==> config.mk <==
export PLATFORM = sky130hd
export DESIGN_NAME = diag_status_mismatch_regs
export DESIGN_NICKNAME = d
export VERILOG_FILES = /design/src/core/diag_regs_pkg.sv /design/src/core/diag_status_mismatch_regs.sv
export SDC_FILE = /design/constraint.sdc
export NUM_CORES = 1
export LEC_CHECK = 0
export BUFFER_PORTS_ARGS = -buffer_cell sky130_fd_sc_hd__buf_2
export CORE_MARGIN = 4
export CORE_UTILIZATION = 40
export DETAILED_ROUTE_END_ITERATION = 16
export GPL_ROUTABILITY_DRIVEN = 0
export GPL_TIMING_DRIVEN = 0
export PLACE_DENSITY = 0.66
export SETUP_SLACK_MARGIN = 0.4
export SLEW_MARGIN = 15
export SYNTH_ARGS = -nofsm -noshare
export SYNTH_HDL_FRONTEND = slang
export SYNTH_SLANG_ARGS = --single-unit
export TNS_END_PERCENT = 100
==> constraint.sdc <==
create_clock -name core_clk -period 1.75 [get_ports core_clk]
set_clock_uncertainty 0.2 [all_clocks]
set_input_delay 0 -clock core_clk [delete_from_list [all_inputs] [get_ports core_clk]]
set_output_delay 0 -clock core_clk [all_outputs]
set_load 0.01 [all_outputs]
==> src/core/diag_regs_pkg.sv <==
/*
 * Package for the diagnostic status and mismatch register group.
 * Assumes an upstream I2C slave engine that presents byte-wide register
 * reads and writes as single-cycle strobes on the core clock.
 */
package diag_regs_pkg;

	// Register addresses
	localparam logic [7:0] ADDR_DIAG_STATUS_TWO  = 8'h1d; // Second diagnostic byte
	localparam logic [7:0] ADDR_CURRENT_MISMATCH = 8'h1e; // Current mismatch flags
	localparam logic [7:0] ADDR_ON_TIME_MISMATCH = 8'h1f; // On-time mismatch flags
	localparam logic [7:0] ADDR_MISMATCH_DISABLE = 8'h20; // Mismatch check disable
	localparam logic [7:0] ADDR_BOOST_MONITOR    = 8'h21; // Boost monitor ADC result

	// Bit positions in the second diagnostic byte
	localparam int BIT_CORE_REG_OOR  = 7; // Core regulator out of range
	localparam int BIT_PACKET_ERR    = 6; // Packet check error
	localparam int BIT_SUPPLY_UV     = 5; // Supply input undervoltage
	localparam int BIT_CLOCK_ERR     = 4; // Clock error, read only
	localparam int BIT_GATE_RAIL_OOR = 3; // Gate drive rail out of range
	localparam int BIT_REF_DISAGREE  = 2; // Bandgap disagreement
	localparam int BIT_NVM_FAULT     = 1; // Nonvolatile memory fault, read only
	localparam int BIT_INPUT_OC      = 0; // Input overcurrent shutdown

	// Bits of the diagnostic byte cleared by a read
	localparam logic [7:0] DIAG_RC_MASK = 8'hed;

	// Bit positions in the disable register and in the second mask byte
	localparam int BIT_CURRENT_INHIBIT   = 7; // Current check inhibit
	localparam int BIT_GLOBAL_ON_INHIBIT = 6; // All on-time checks inhibited
	localparam int BIT_ON_TIME_GATE      = 7; // On-time mismatch fault gate
	localparam int BIT_PACKET_GATE       = 6; // Packet check fault gate
	localparam int BIT_SUPPLY_UV_GATE    = 5; // Supply undervoltage fault gate
	localparam int BIT_CURRENT_GATE      = 4; // Current mismatch fault gate

	// Reset values
	localparam logic [7:0] RST_BYTE = 8'h00; // All registers here reset to zero

	// Clock stall time and its cycle count at 40 MHz
	localparam int CLK_PERIOD_PS    = 25000; // Core clock period
	localparam int CLK_STALL_NS     = 1000;  // Stall limit, 1 us
	localparam int CLK_STALL_CYCLES = (CLK_STALL_NS * 1000) / CLK_PERIOD_PS;

	// Number of LED channels
	localparam int NUM_CH = 6;

	// Register access strobe bundle from the I2C slave engine
	typedef struct packed {
		logic       rd;    // Read strobe, one cycle
		logic       wr;    // Write strobe, one cycle
		logic [7:0] addr;  // Register address
		logic [7:0] wdata; // Write data
	} reg_req_s;

	// Detector event inputs, one-cycle or level, sampled each cycle
	typedef struct packed {
		logic       coreRegOor;   // Core regulator out of range
		logic       packetErr;    // Packet check failed
		logic       supplyUv;     // Supply below low-voltage threshold
		logic       freqOor;      // Clock frequency out of range
		logic       gateRailOor;  // Gate drive rail out of range
		logic       refDisagree;  // Bandgap references disagree
		logic       nvmFault;     // Nonvolatile memory fault
		logic       senseOver;    // Sense voltage above 200 mV
	} diag_evt_s;

	// Clock activity detector state
	typedef enum logic [0:0] {
		CLK_OK    = 1'b0, // Oscillator seen toggling
		CLK_FAULT = 1'b1  // Error latched until power-on reset
	} clk_state_e;

endpackage : diag_regs_pkg

==> src/core/diag_status_mismatch_regs.sv <==
/*
 * Diagnostic status and mismatch-check registers with fault output gating.
 * Holds the second diagnostic byte, the per-channel mismatch flags, the
 * mismatch check disable register and the boost monitor result, and
 * drives the open-drain fault pin enable and the shutdown requests.
 * Assumes detectors and the I2C slave run on core_clk, that rst is the
 * power-on reset, and that oscTick toggles from the monitored oscillator.
 * The second mask byte is owned elsewhere and arrives as a port.
 */
`timescale 1ns/10ps

module diag_status_mismatch_regs
#(
	parameter int STALL_CYCLES = diag_regs_pkg::CLK_STALL_CYCLES // Clock stall limit
)
(
	input  wire logic                      core_clk,         // Core clock, 40 MHz
	input  wire logic                      rst,              // Power-on reset, async high
	input  wire diag_regs_pkg::reg_req_s   regReq,           // Register access strobes
	output logic [7:0]                     regRdata,         // Read data, registered
	output logic                           regRvalid,        // Read data valid pulse
	input  wire diag_regs_pkg::diag_evt_s  diagEvt,          // Detector events
	input  wire logic                      oscTick,          // Toggle from oscillator
	input  wire logic [5:0]                curMismatchRaw,   // Per-channel current mismatch
	input  wire logic [5:0]                onTimeMismatchRaw,// Per-channel on-time mismatch
	input  wire logic [5:0]                chActive,         // Channels in use
	input  wire logic [7:0]                boostAdcData,     // Boost monitor conversion
	input  wire logic                      boostAdcValid,    // Conversion done pulse
	input  wire logic [7:0]                faultGateTwo,     // Second mask byte
	input  wire logic                      otherFaultLow,    // Faults from other groups
	input  wire logic                      overcurrentShutdownInhibit, // Sense shutdown off
	output logic                           fault_output_low_o, // Fault pin output value
	output logic                           fault_output_low_oe,// Fault pin drive enable
	output logic                           boostDisable,     // Stop the boost converter
	output logic                           deviceShutdown    // Halt device operation
);
	import diag_regs_pkg::*;

	// State registers and their next values
	logic [7:0]  diagFlags_ff,   nxt_diagFlags;   // Second diagnostic byte
	logic [5:0]  curMm_ff,       nxt_curMm;       // Current mismatch flags
	logic [5:0]  onMm_ff,        nxt_onMm;        // On-time mismatch flags
	logic [7:0]  mmDisable_ff,   nxt_mmDisable;   // Mismatch check disable
	logic [7:0]  boostAdc_ff,    nxt_boostAdc;    // Latest boost ADC result
	logic [7:0]  rdata_ff,       nxt_rdata;       // Read data
	logic        rvalid_ff,      nxt_rvalid;      // Read valid
	logic        tickPrev_ff,    nxt_tickPrev;    // Previous oscillator toggle
	logic [15:0] stallCnt_ff,    nxt_stallCnt;    // Cycles without toggle
	clk_state_e  clkState_ff,    nxt_clkState;    // Clock error state
	logic        gateOff_ff,     nxt_gateOff;     // Gate rail shutdown latch
	logic        nvmHalt_ff,     nxt_nvmHalt;     // Memory fault halt latch
	logic        faultLow_ff,    nxt_faultLow;    // Registered fault pin level

	// Decoded strobes and derived enables
	logic        rdDiag;    // Read of the diagnostic byte
	logic        rdCur;     // Read of the current mismatch byte
	logic [5:0]  onChecked; // Channels whose on-time check runs

	// Address match helper for read and write strobes
	function automatic logic hit(input logic strobe, input logic [7:0] a,
		input logic [7:0] target);
		hit = strobe && (a == target);
	endfunction : hit

	// Fault request that a set gate bit keeps off the pin
	function automatic logic gated(input logic flag, input logic gate);
		gated = flag && !gate;
	endfunction : gated

	// Read strobes that trigger a read clear
	assign rdDiag = hit(regReq.rd, regReq.addr, ADDR_DIAG_STATUS_TWO);
	assign rdCur  = hit(regReq.rd, regReq.addr, ADDR_CURRENT_MISMATCH);

	// Enabled on-time checks: global and per-channel inhibits, active only
	assign onChecked = chActive & ~mmDisable_ff[5:0]
		& {NUM_CH{~mmDisable_ff[BIT_GLOBAL_ON_INHIBIT]}};

	// Clock activity watch: stall counter and error state
	always_comb
	begin
		nxt_tickPrev = oscTick;
		nxt_stallCnt = stallCnt_ff;
		nxt_clkState = clkState_ff;
		// Count cycles since the last oscillator edge, saturating
		if (oscTick != tickPrev_ff)
			nxt_stallCnt = '0; // Toggle seen, restart count
		else if (stallCnt_ff < 16'(STALL_CYCLES))
			nxt_stallCnt = stallCnt_ff + 16'h0001;
		// Stall limit reached or frequency detector fired
		if ((stallCnt_ff >= 16'(STALL_CYCLES)) || diagEvt.freqOor)
			nxt_clkState = CLK_FAULT;
		// No path back to CLK_OK: only reset leaves the fault state
		unique case (clkState_ff)
			CLK_OK:    ;
			CLK_FAULT: nxt_clkState = CLK_FAULT;
		endcase
	end

	// Flag registers: hardware set wins over read clear
	always_comb
	begin
		nxt_diagFlags = diagFlags_ff;
		nxt_curMm     = curMm_ff;
		nxt_onMm      = onMm_ff;
		// Read clears first so that a set below overrides it
		if (rdDiag)
			nxt_diagFlags = diagFlags_ff & ~DIAG_RC_MASK;
		if (rdCur)
			nxt_curMm = '0;
		// Hardware events set their flags
		if (diagEvt.coreRegOor)
			nxt_diagFlags[BIT_CORE_REG_OOR] = 1'b1;
		if (diagEvt.packetErr)
			nxt_diagFlags[BIT_PACKET_ERR] = 1'b1;
		if (diagEvt.supplyUv)
			nxt_diagFlags[BIT_SUPPLY_UV] = 1'b1;
		// Clock error mirrors the latched state, so reads cannot clear it
		nxt_diagFlags[BIT_CLOCK_ERR] = (clkState_ff == CLK_FAULT);
		if (diagEvt.gateRailOor)
			nxt_diagFlags[BIT_GATE_RAIL_OOR] = 1'b1;
		if (diagEvt.refDisagree)
			nxt_diagFlags[BIT_REF_DISAGREE] = 1'b1;
		// Memory fault is sticky and ignores reads
		nxt_diagFlags[BIT_NVM_FAULT] = diagFlags_ff[BIT_NVM_FAULT] | diagEvt.nvmFault;
		if (diagEvt.senseOver)
			nxt_diagFlags[BIT_INPUT_OC] = 1'b1;
		// Current check runs only when not inhibited
		if (!mmDisable_ff[BIT_CURRENT_INHIBIT])
			nxt_curMm = nxt_curMm | curMismatchRaw;
		// On-time flags follow the live checks, unaffected by reads
		nxt_onMm = onTimeMismatchRaw & onChecked;
	end

	// Writable disable register and ADC capture
	always_comb
	begin
		nxt_mmDisable = mmDisable_ff;
		nxt_boostAdc  = boostAdc_ff;
		// Only this address is writable; other writes are ignored
		if (hit(regReq.wr, regReq.addr, ADDR_MISMATCH_DISABLE))
			nxt_mmDisable = regReq.wdata;
		// Keep the last conversion until a new one completes
		if (boostAdcValid)
			nxt_boostAdc = boostAdcData;
	end

	// Read multiplexer: returns values before the clear takes effect
	always_comb
	begin
		// Valid follows any read, mapped or not
		nxt_rvalid = regReq.rd;
		nxt_rdata  = rdata_ff;
		if (regReq.rd)
		begin
			unique case (regReq.addr)
				ADDR_DIAG_STATUS_TWO:  nxt_rdata = diagFlags_ff;
				ADDR_CURRENT_MISMATCH: nxt_rdata = {2'b00, curMm_ff};
				ADDR_ON_TIME_MISMATCH: nxt_rdata = {2'b00, onMm_ff};
				ADDR_MISMATCH_DISABLE: nxt_rdata = mmDisable_ff;
				ADDR_BOOST_MONITOR:    nxt_rdata = boostAdc_ff;
				default:               nxt_rdata = RST_BYTE; // Not in this group
			endcase
		end
	end

	// Shutdown latches and fault pin level
	always_comb
	begin
		// Shutdown causes latch until power-on reset
		nxt_gateOff = gateOff_ff | diagEvt.gateRailOor;
		nxt_nvmHalt = nvmHalt_ff | diagEvt.nvmFault;
		// Any unmasked fault request pulls the pin low one cycle later
		nxt_faultLow = otherFaultLow
			| (clkState_ff == CLK_FAULT)
			| diagFlags_ff[BIT_NVM_FAULT]
			| gated(diagFlags_ff[BIT_PACKET_ERR], faultGateTwo[BIT_PACKET_GATE])
			| gated(diagFlags_ff[BIT_SUPPLY_UV], faultGateTwo[BIT_SUPPLY_UV_GATE])
			| gated(|curMm_ff, faultGateTwo[BIT_CURRENT_GATE])
			| gated(|onMm_ff, faultGateTwo[BIT_ON_TIME_GATE]);
	end

	// Clock watch registers; the error state leaves only on reset
	always_ff @(posedge core_clk or posedge rst)
	begin
		if (rst)
		begin
			// Power-on reset: oscillator assumed healthy
			tickPrev_ff  <= 1'b0;
			stallCnt_ff  <= 16'h0000;
			clkState_ff  <= CLK_OK;
		end
		else
		begin
			// Follow the oscillator and the stall count
			tickPrev_ff  <= nxt_tickPrev;
			stallCnt_ff  <= nxt_stallCnt;
			clkState_ff  <= nxt_clkState;
		end
	end

	// Flag registers of the three status bytes
	always_ff @(posedge core_clk or posedge rst)
	begin
		if (rst)
		begin
			// All flags clear after power-on reset
			diagFlags_ff <= RST_BYTE;
			curMm_ff     <= 6'h00;
			onMm_ff      <= 6'h00;
		end
		else
		begin
			// Sets and read clears resolved in the next-value logic
			diagFlags_ff <= nxt_diagFlags;
			curMm_ff     <= nxt_curMm;
			onMm_ff      <= nxt_onMm;
		end
	end

	// Disable register and boost monitor result
	always_ff @(posedge core_clk or posedge rst)
	begin
		if (rst)
		begin
			// Checks enabled and no conversion seen
			mmDisable_ff <= RST_BYTE;
			boostAdc_ff  <= RST_BYTE;
		end
		else
		begin
			// Host writes and ADC captures
			mmDisable_ff <= nxt_mmDisable;
			boostAdc_ff  <= nxt_boostAdc;
		end
	end

	// Read answer registers
	always_ff @(posedge core_clk or posedge rst)
	begin
		if (rst)
		begin
			// No answer pending
			rdata_ff     <= RST_BYTE;
			rvalid_ff    <= 1'b0;
		end
		else
		begin
			// Answer one cycle after the read strobe
			rdata_ff     <= nxt_rdata;
			rvalid_ff    <= nxt_rvalid;
		end
	end

	// Shutdown latches and fault pin register
	always_ff @(posedge core_clk or posedge rst)
	begin
		if (rst)
		begin
			// Device free to run, pin released
			gateOff_ff   <= 1'b0;
			nvmHalt_ff   <= 1'b0;
			faultLow_ff  <= 1'b0;
		end
		else
		begin
			// Latches stick, pin level follows its requests
			gateOff_ff   <= nxt_gateOff;
			nvmHalt_ff   <= nxt_nvmHalt;
			faultLow_ff  <= nxt_faultLow;
		end
	end

	// Outputs
	assign regRdata            = rdata_ff;
	assign regRvalid           = rvalid_ff;
	assign fault_output_low_o  = 1'b0; // Open drain: only ever pulls low
	assign fault_output_low_oe = faultLow_ff;
	// Boost stops on uninhibited overcurrent or any shutdown
	assign boostDisable = (diagFlags_ff[BIT_INPUT_OC] & ~overcurrentShutdownInhibit)
		| gateOff_ff | nvmHalt_ff;
	assign deviceShutdown = gateOff_ff | nvmHalt_ff;

endmodule : diag_status_mismatch_regs

==> run metrics, run 1 <==
peak supply drop=0.4146 mV; number of nets in the layout=469; CP startpoint kind=flip-flop; Slew @ Worst Pin=719.1 ps; DR vias=roughly 2500; Num Clock Sinks=66; Critical Path AT=1860 ps; Hold Vio Cnt, Final=0; ratio of cells with drive above 1 in the final layout=approximately two fifths; Critical Path Start=stallCnt_ff[12]; critical path endpoint=stallCnt_ff[4]; Syn-to-layout area delta=50.87%; multi-input logic area=1343 um2; PortBufs=slightly above 70; Post-Syn Nets=317; status=complete, but fails checks; WS Path Type=flip-flop to flip-flop; total track usage=18.14%; I/O pin count=between 70 and 80; FF-to-FF End=stallCnt_ff[4]; Reg2Reg Setup Slack=-40 ps; CTS tree=done; Hold Path Class=input port to flip-flop; starting density of the core=between 40% and 50%; RSZ-0062 raised after global routing=yes; leakage=2.041 nW; Seq/Total Area, Yosys=55.81%; Longest Clk Path Bufs=2; finished layout cell area=4464 um2; die area=8838 um2; Routed wire per std cell=~15 um; H-tree Lvls=3; total congestion overflow=0; Sum Neg Setup Slack=-55.74 ps; number of global-route vias before repair=2549; Total Power=0.003354 W; final setup vio count=2; DIE HEIGHT=94.01 um; max-slew violations=0; Via density=5.044; initial antenna violation count=0; maximum clock frequency=558.1 MHz; Yosys top cell area share=55.81%; drt first pass iters=4; Synth area leader=dfrtp_1; Inserted Diodes=0; starting DRC count in detailed routing=around 120; first-pass GRT wire length=12210 um; Synth Area per Inst=11.88 um2; CP Data Required Time=1820 ps; WHS=34.10 ps; ys flop type=dfrtp_1; Ys Warns=0; MaxCap Viol Count=0; Clock Latency Late Sink=340 ps; placed cell area=around 3500 um2; DRC viols=0; pwr dens=751.3 nW/um2; Setup crit end kind=flip-flop; core area=7214 um2; Post-synth top cells=dfrtp_1 (66), mux2_2 (22), nor2_1 (15); HPWL after DPL=between 5000 and 6000 um; Tmin final=roughly 1800 ps; Post-synth ARST share=100.0%; Distinct cells, synth=between 40 and 50; CP Max Fanout=7; die extent in x=~94 um; EDFF count, synth=0; R2R Path Start=stallCnt_ff[12]; relative slew slack=about 52%; Root Buffer=clkbuf_8; failing checks=negative setup slack; CTS Buf Count=9; Final Worst Setup Slack=-41.76 ps; largest net degree at the start of global routing=36; most common cell in the netlist=dfrtp_1; Cells after Synth=about 250; Clock Pin Slew Worst Setup and Hold Paths=roughly 60 ps; period utilisation layout=102.4%; Fill cells=615; synth top area cells=dfrtp_1 (56%), mux2_2 (8.4%), a21o_1 (2.5%), a22o_1 (2.4%), and2_1 (2.3%); row count=31; Sequential cell area=1652 um2; Setup WS pre-CTS=-73.35 ps; flops & latches, synth=66; R2R cell count=4; Post-Syn Area=2959 um2; antenna-violating nets left=0; final wirelength=7801 um
## worst min-delay path by stage
stage | start | to | cells after the start
after floorplan | regReq[17] | regRvalid | 0
after global placement | oscTick | tickPrev_ff | 1
after detailed placement | rst | mmDisable_ff[6] | 2
after CTS | regReq[9] | curMm_ff[3] | 3
after global routing | regReq[9] | curMm_ff[4] | 3
final | regReq[15] | regRdata[6] | 5
## final cells by class
cell class / count / area share, %
clock buffer: 13 / 3.784
buffer: 12 / 1.457
sequential: 66 / 37.00
clock inverter: 2 / 0.7848
timing repair buffer: 141 / 23.29
inverter: 9 / 0.8408
multi-input combinational: 162 / 30.07
tap: 99 / 2.775
## stage by stage
stage	util, %	cells
6_report	61.88	504
5_1_grt	61.88	504
4_1_cts	59.45	494
3_5_place_dp	48.14	421
3_3_place_gp	47.87	420
2_1_floorplan	-	249
## state kept, by name (all words and copies together) (netlist names), 6 cells and up
signal        count
boostAdc_ff       8
mmDisable_ff      8
regRdata          8
diagFlags_ff      8
onMm_ff           6
curMm_ff          6
stallCnt_ff      16
## report_power, final
part / internal (W) / switching, W
clock: 0.000765 / 0.000537
sequential: 0.00158 / 0.0000415
combinational: 0.000236 / 0.000191
## layout by cell type (no fill, tap or decap), types with 4 or more instances in the layout
| master | synthesis | final |
|---|---|---|
| buf_2 | 3 | 73 |
| dfrtp_1 | 66 | 66 |
| dlygate4sd3_1 | 0 | 53 |
| mux2_2 | 22 | 18 |
| nor2_1 | 15 | 14 |
| buf_4 | 1 | 13 |
| clkbuf_8 | 0 | 12 |
| and2_1 | 11 | 10 |
| a21o_1 | 10 | 10 |
| nand2_1 | 10 | 10 |
| inv_1 | 9 | 8 |
| a22o_1 | 8 | 8 |
| a31oi_1 | 8 | 7 |
| clkbuf_1 | 8 | 6 |
| nand4b_1 | 5 | 5 |
| nand4_1 | 5 | 5 |
| nor3_1 | 8 | 5 |
| buf_6 | 0 | 4 |
| nand3_1 | 4 | 4 |
| mux2_4 | 0 | 4 |
| mux2i_1 | 4 | 4 |
| a21oi_1 | 5 | 4 |
## per-layer routing
layer	up-vias	track usage (%)	part of all wire (%)
met5	-	0	0
met4	0	6.258	2.8
met3	21	5.689	5.6
met2	76	30.57	51
met1	1231	21.87	41
li1	1214	-	-
## what timing repair did
item / 4_1_cts / 5_1_grt
pin swaps: 4 / 13
setup endpoints to repair: 22 / 49
gates resized for setup: 10 / 28
cloned: 0 / 0
endpoints found under the hold margin: 91 / 0
hold buffers: 54 / 0
setup buffers: 4 / 10
## kinds of logic (layout without fill, tap and decap cells)
kind of cell	count (synthesis)	count (layout)	synth area share [%]
other	1	1	0.1267
buffers and inverters	21	177	2.917
DFF	66	66	55.81
adders and majority gates	2	2	0.8455
xor gates and xnor gates	3	3	0.8881
AOI/OAI and AO/OA	45	45	11.21
muxes	26	26	9.725
and+or+nand+nor	85	85	18.48
## critical path: stages (launching register included)
cell and delay (ps):
dfrtp_1 400, nor4_4 370, nand4_4 180, or4_4 450
a21oi_2 120
No activity file was read; power rests on OpenSTA's default activity.
==> inputs of run 2 (changes only) <==
--- a/config.mk
+++ b/config.mk
@@ -6,12 +6,14 @@
 export NUM_CORES = 1
 export LEC_CHECK = 0
 export BUFFER_PORTS_ARGS = -buffer_cell sky130_fd_sc_hd__buf_2
+export CELL_PAD_IN_SITES_DETAIL_PLACEMENT = 1
+export CELL_PAD_IN_SITES_GLOBAL_PLACEMENT = 2
 export CORE_MARGIN = 4
-export CORE_UTILIZATION = 40
+export CORE_UTILIZATION = 30
 export DETAILED_ROUTE_END_ITERATION = 16
 export GPL_ROUTABILITY_DRIVEN = 0
 export GPL_TIMING_DRIVEN = 0
-export PLACE_DENSITY = 0.66
+export PLACE_DENSITY_LB_ADDON = 0.1
 export SETUP_SLACK_MARGIN = 0.4
 export SLEW_MARGIN = 15
 export SYNTH_ARGS = -nofsm -noshare
==> run 2 against run 1 <==
Against the previous run:
- the flow still finishes with violations (negative setup slack)
- non-clock buffer count up 3
- via count down 0.87%
- worst hold slack worse by 27 ps
- total power up 6.3%
- critical path depth unchanged
- die area up 30%
- clock power up 15%
- combinational power up 3%
- sequential share of layout area down 0.88 points
- largest cell class unchanged
==> run metrics, run 2 (same netlist as run 1, synthesis figures left out) <==
status=complete, but fails checks; failing checks=negative setup slack; Most flops, register=stallCnt_ff; number of cells in the finished layout apart from fillers=538; CTS Buf Count=9; number of global-route vias before repair=2777; die area=11520 um2; most common cell after layout, fill and taps aside=buf_2; Sequential cell area=1652 um2; leakage=2.047 nW; period utilisation layout=101.9%; H-tree Lvls=3; most frequent cells in the layout=buf_2 (73), dfrtp_1 (66), dlygate4sd3_1 (54); ratio of cells with drive above 1 in the final layout=40.59%; max layer used=met4; WHS=between 6 and 7 ps; relative slew slack=62.78%; slowest stage delay, CP=430 ps; core area=9415 um2; Inserted Diodes=0; Tmin final=1782 ps; HPWL after DPL=around 6000 um; wire length on met1=3695 um; MaxCap Viol Count=0; RSZ-0062 raised after global routing=yes; Clock Latency Late Sink=340 ps; drt first pass iters=4; CP Cell Sequence=nor4_4, nand4_4, or4_1, a21oi_1; sequential share of power=45.5%; Routed wire per std cell=~16 um; Setup WS pre-CTS=-98.89 ps; starting DRC count in detailed routing=51; DRC viols=0; max FFs per register=16; starting density of the core=31.43%; multi-input logic area=1346 um2; Setup crit end kind=flip-flop; DIE HEIGHT=roughly 110 um; final wirelength=~8900 um; DR vias=~2500; Slew @ Worst Pin=554.4 ps; logic gate share of total power=12.3%; Psw=0.0008251 W; die extent in x=107.3 um; peak supply drop=approximately 0.37 mV; routed length on met3=roughly 320 um; I/O pin count=79; slowest stage cell, crit path=or4_1; total congestion overflow=0; WS Path Type=flip-flop to flip-flop; CTS tree=done; Sum Neg Setup Slack=-37.56 ps; Hold Vio Cnt, Final=0; Total Power=0.003565 W; Syn-to-layout area delta=54.55%; final setup vio count=2; Longest Clk Path Bufs=2; PortBufs=72; Fill cells=1044; antenna-violating nets left=0; Hold Path Class=input port to asynchronous set/reset pin; Clk network pwr share=42.1%; switching part of the total=23.14%; Via density=4.684; maximum clock frequency=561.0 MHz; number of nets in the layout=472; largest net degree at the start of global routing=28; Internal Power=0.002740 W; max-slew violations=0; CP startpoint kind=flip-flop; Clock Pin Slew Worst Setup and Hold Paths=70 ps; pwr dens=779.5 nW/um2; CP Max Fanout=8; total track usage=16.10%; row count=35; first-pass GRT wire length=14140 um; Critical Path AT=1850 ps; Placed Cells incl. Taps=~450; Final Worst Setup Slack=-32.39 ps; Num Clock Sinks=66; met2 wire length=4703 um; CP Data Required Time=approximately 1800 ps; Root Buffer=clkbuf_8; initial antenna violation count=0
[run 2: power by group through the flow]
stage / Clock [W] / Combinational, W / Sequential (W)
after global routing: 0.00161 / 0.000487 / 0.00163
final: 0.00150 / 0.000440 / 0.00162
after floorplan: 0 / 0.000164 / 0.00164
after global placement: 0 / 0.000298 / 0.00165
after CTS: 0.00155 / 0.000420 / 0.00162
after detailed placement: 0 / 0.000314 / 0.00165
[run 2: routing by layer]
layer	GRT usage, %	vias to the layer above
met4	4.840	0
met5	0	-
met3	3.899	10
met2	28.55	44
met1	19.22	1252
li1	-	1214
[run 2: area by class of cell]
type                            count  share of cell area, %
Clock buffer                       12                  3.611
Inverter                            9                 0.8208
Timing Repair Buffer              144                  23.58
Sequential cell                    66                  36.11
Tap cell                          129                  3.529
Buffer                             12                  1.313
Clock inverter                      4                  1.587
Multi-Input combinational cell    162                  29.44
[run 2: critical path: cells and delay by family (launching register included)]
family	cells	cell delay, ps
AO/OA/AOI/OAI	1	130
flip-flops	1	410
AND/OR/NAND/NOR	3	990
[run 2: timing repair]
item	CTS	global route
endpoints found under the setup margin	42	44
pin swaps	6	3
buffers inserted	9	7
endpoints found under the hold margin	126	0
hold buffers	54	0
resized for setup	14	21
[run 2: worst paths after layout]
check / startpoint / to / slack, ps / cells past startpoint
min: rst / stallCnt_ff[5] / 7 / 3
min in group core_clk: regReq[15] / regRdata[6] / 60 / 5
max reg2reg: stallCnt_ff[12] / stallCnt_ff[4] / -30 / 4
min reg2reg: mmDisable_ff[4] / onMm_ff[4] / 270 / 1
max in group asynchronous: rst / boostAdc_ff[7] / 680 / 5
max: stallCnt_ff[12] / stallCnt_ff[4] / -30 / 4
[run 2: metrics by stage]
step | area (um2) | utilization (%)
4_1_cts | 4429 | 47.04
3_3_place_gp | 3491 | 37.08
2_1_floorplan | 2969 | -
3_5_place_dp | 3531 | 37.50
5_1_grt | 4573 | 48.57
6_report | 4573 | 48.57
==> inputs of run 3 (changes only) <==
==> constraint.sdc (replaced) <==
create_clock -name core_clk -period 1.5 [get_ports core_clk]
set_clock_uncertainty 0.2 [all_clocks]
set_input_delay 0 -clock core_clk [delete_from_list [all_inputs] [get_ports core_clk]]
set_output_delay 0 -clock core_clk [all_outputs]
set_load 0.01 [all_outputs]
==> run 3 against run 2 <==
Against the previous run:
- the run ends with negative hold slack, negative setup slack left
- highest routed layer unchanged
- sequential cell count did not move
- clock-buffer cell count fell by 3
- cell area rose by 4.9%
- critical endpoint unchanged
- first-iteration DRC count rose by 18%
- non-clock buffer count rose by 2
- clock power barely moved
- fmax fell by 1.9%
- via count rose by 0.16%
- sequential share of layout area fell by 1.6 points
- total power rose by 10%
- sequential power rose by 17%
- worst hold slack got worse by 560 ps
==> run metrics, run 3 (same netlist as run 1, synthesis figures left out) <==
total congestion overflow=0; initial antenna violation count=0; first-pass GRT wire length=14460 um; most common cell after layout, fill and taps aside=buf_2; Placed Cells incl. Taps=452; R2R cell count=4; Setup WS pre-CTS=-375.2 ps; Hold Vio Cnt, Final=93; CTS tree=done; largest net degree at the start of global routing=32; HPWL after DPL=approximately 6000 um; most frequent cells in the layout=buf_2 (67), dfrtp_1 (64), dlygate4sd3_1 (46); drt first pass iters=3; FF-to-FF End=stallCnt_ff[4]; die area=approximately 12000 um2; DR vias=2524; final setup vio count=7; Root Buffer=clkbuf_8; number of global-route vias before repair=between 2000 and 3000; placed cell area=~3600 um2; relative slew slack=between 60% and 70%; number of nets in the layout=approximately 480; Clock Latency Late Sink=340 ps; maximum clock frequency=about 550 MHz; Via density=4.665; WHS=-553.6 ps; RSZ-0062 raised after global routing=yes; Inserted Diodes=0; Setup crit end kind=flip-flop; starting density of the core=roughly a third; DIE HEIGHT=107.3 um; Hold Path Class=input port to asynchronous set/reset pin; die extent in x=around 110 um; antenna-violating nets left=0; ratio of cells with drive above 1 in the final layout=46.84%; row count=35; period utilisation layout=121.1%; Tmin final=1816 ps; Critical Path Start=stallCnt_ff[6]; Most flops, register=stallCnt_ff; Slew @ Worst Pin=535.3 ps; Reg2Reg Setup Slack=-320 ps; core area=approximately 9400 um2; H-tree Lvls=3; DRC viols=0; Num Clock Sinks=66; CTS Buf Count=9; Final Worst Setup Slack=-316.1 ps; Syn-to-layout area delta=62.11%; CP Max Fanout=7; PortBufs=between 70 and 80; R2R Path Start=stallCnt_ff[6]; CP startpoint kind=flip-flop; MaxCap Viol Count=0; number of cells in the finished layout apart from fillers=541; final wirelength=8890 um; peak supply drop=0.5146 mV; status=complete, but fails checks; Clock Pin Slew Worst Setup and Hold Paths=roughly 80 ps; Longest Clk Path Bufs=2; I/O pin count=~80; pwr dens=819.6 nW/um2; failing checks=negative hold slack, negative setup slack; starting DRC count in detailed routing=60; leakage=2.162 nW; max FFs per register=16; CP Data Required Time=1570 ps; WS Path Type=flip-flop to flip-flop; total track usage=16.28%; Critical Path AT=1890 ps; max-slew violations=0; Routed wire per std cell=around 16 um; finished layout cell area=4797 um2
[run 3: repair_timing]
| item | in CTS | in global routing |
|---|---|---|
| pin swaps | 11 | 20 |
| resized for setup | 28 | 37 |
| setup endpoints to repair | 44 | 60 |
| endpoints found under the hold margin | 115 | 63 |
| hold buffers | 47 | 1 |
| gates cloned | 1 | 1 |
| setup buffers | 14 | 9 |
[run 3: through the flow]
step | power (W) | hold WS (ps) | util [%] | setup TNS [ps]
after floorplan | 0.002119 | -168.6 | - | -588.7
after global placement | 0.002287 | -42.07 | 37.91 | -2639
after detailed placement | 0.002313 | -175.8 | 38.42 | -2799
after CTS | 0.003925 | -555.2 | 48.29 | -1561
after global routing | 0.004154 | -545.4 | 50.95 | -2047
final | 0.003932 | -553.6 | 50.95 | -1485
[run 3: layout make-up]
type	count	area [um2]
Fill cell	1016	4618
Clock inverter	7	70.07
Clock buffer	9	123.9
Multi-Input combinational cell	163	1496
Sequential cell	66	1654
Buffer	12	93.84
Tap cell	129	161.4
Timing Repair Buffer	146	1160
Inverter	9	37.54
[run 3: worst max-delay path by stage]
stage | to | slack, ps | cells after the start
finish | stallCnt_ff[4] | -320 | 4
global route | stallCnt_ff[4] | -380 | 4
CTS | stallCnt_ff[4] | -340 | 4
detailed placement | stallCnt_ff[4] | -380 | 4
global placement | stallCnt_ff[4] | -320 | 4
floorplan | stallCnt_ff[4] | -200 | 4
[run 3: worst max-delay path: stages (launching register included)]
cell and delay (ps):
dfrtp_1 410, nor4_4 400, nand4_4 190, or4_4 450, a21oi_2 120
[run 3: metal layers]
metal | share of wire [%] | track usage, %
met5 | 0 | 0
met4 | 0.82 | 3.014
met3 | 3.3 | 4.499
met2 | 53 | 28.37
met1 | 43 | 20.29
[run 3: power by group]
part | switching [W] | internal, W
Clock | 0.000706 | 0.000764
Combinational | 0.000248 | 0.000318
Sequential | 0.0000508 | 0.00185
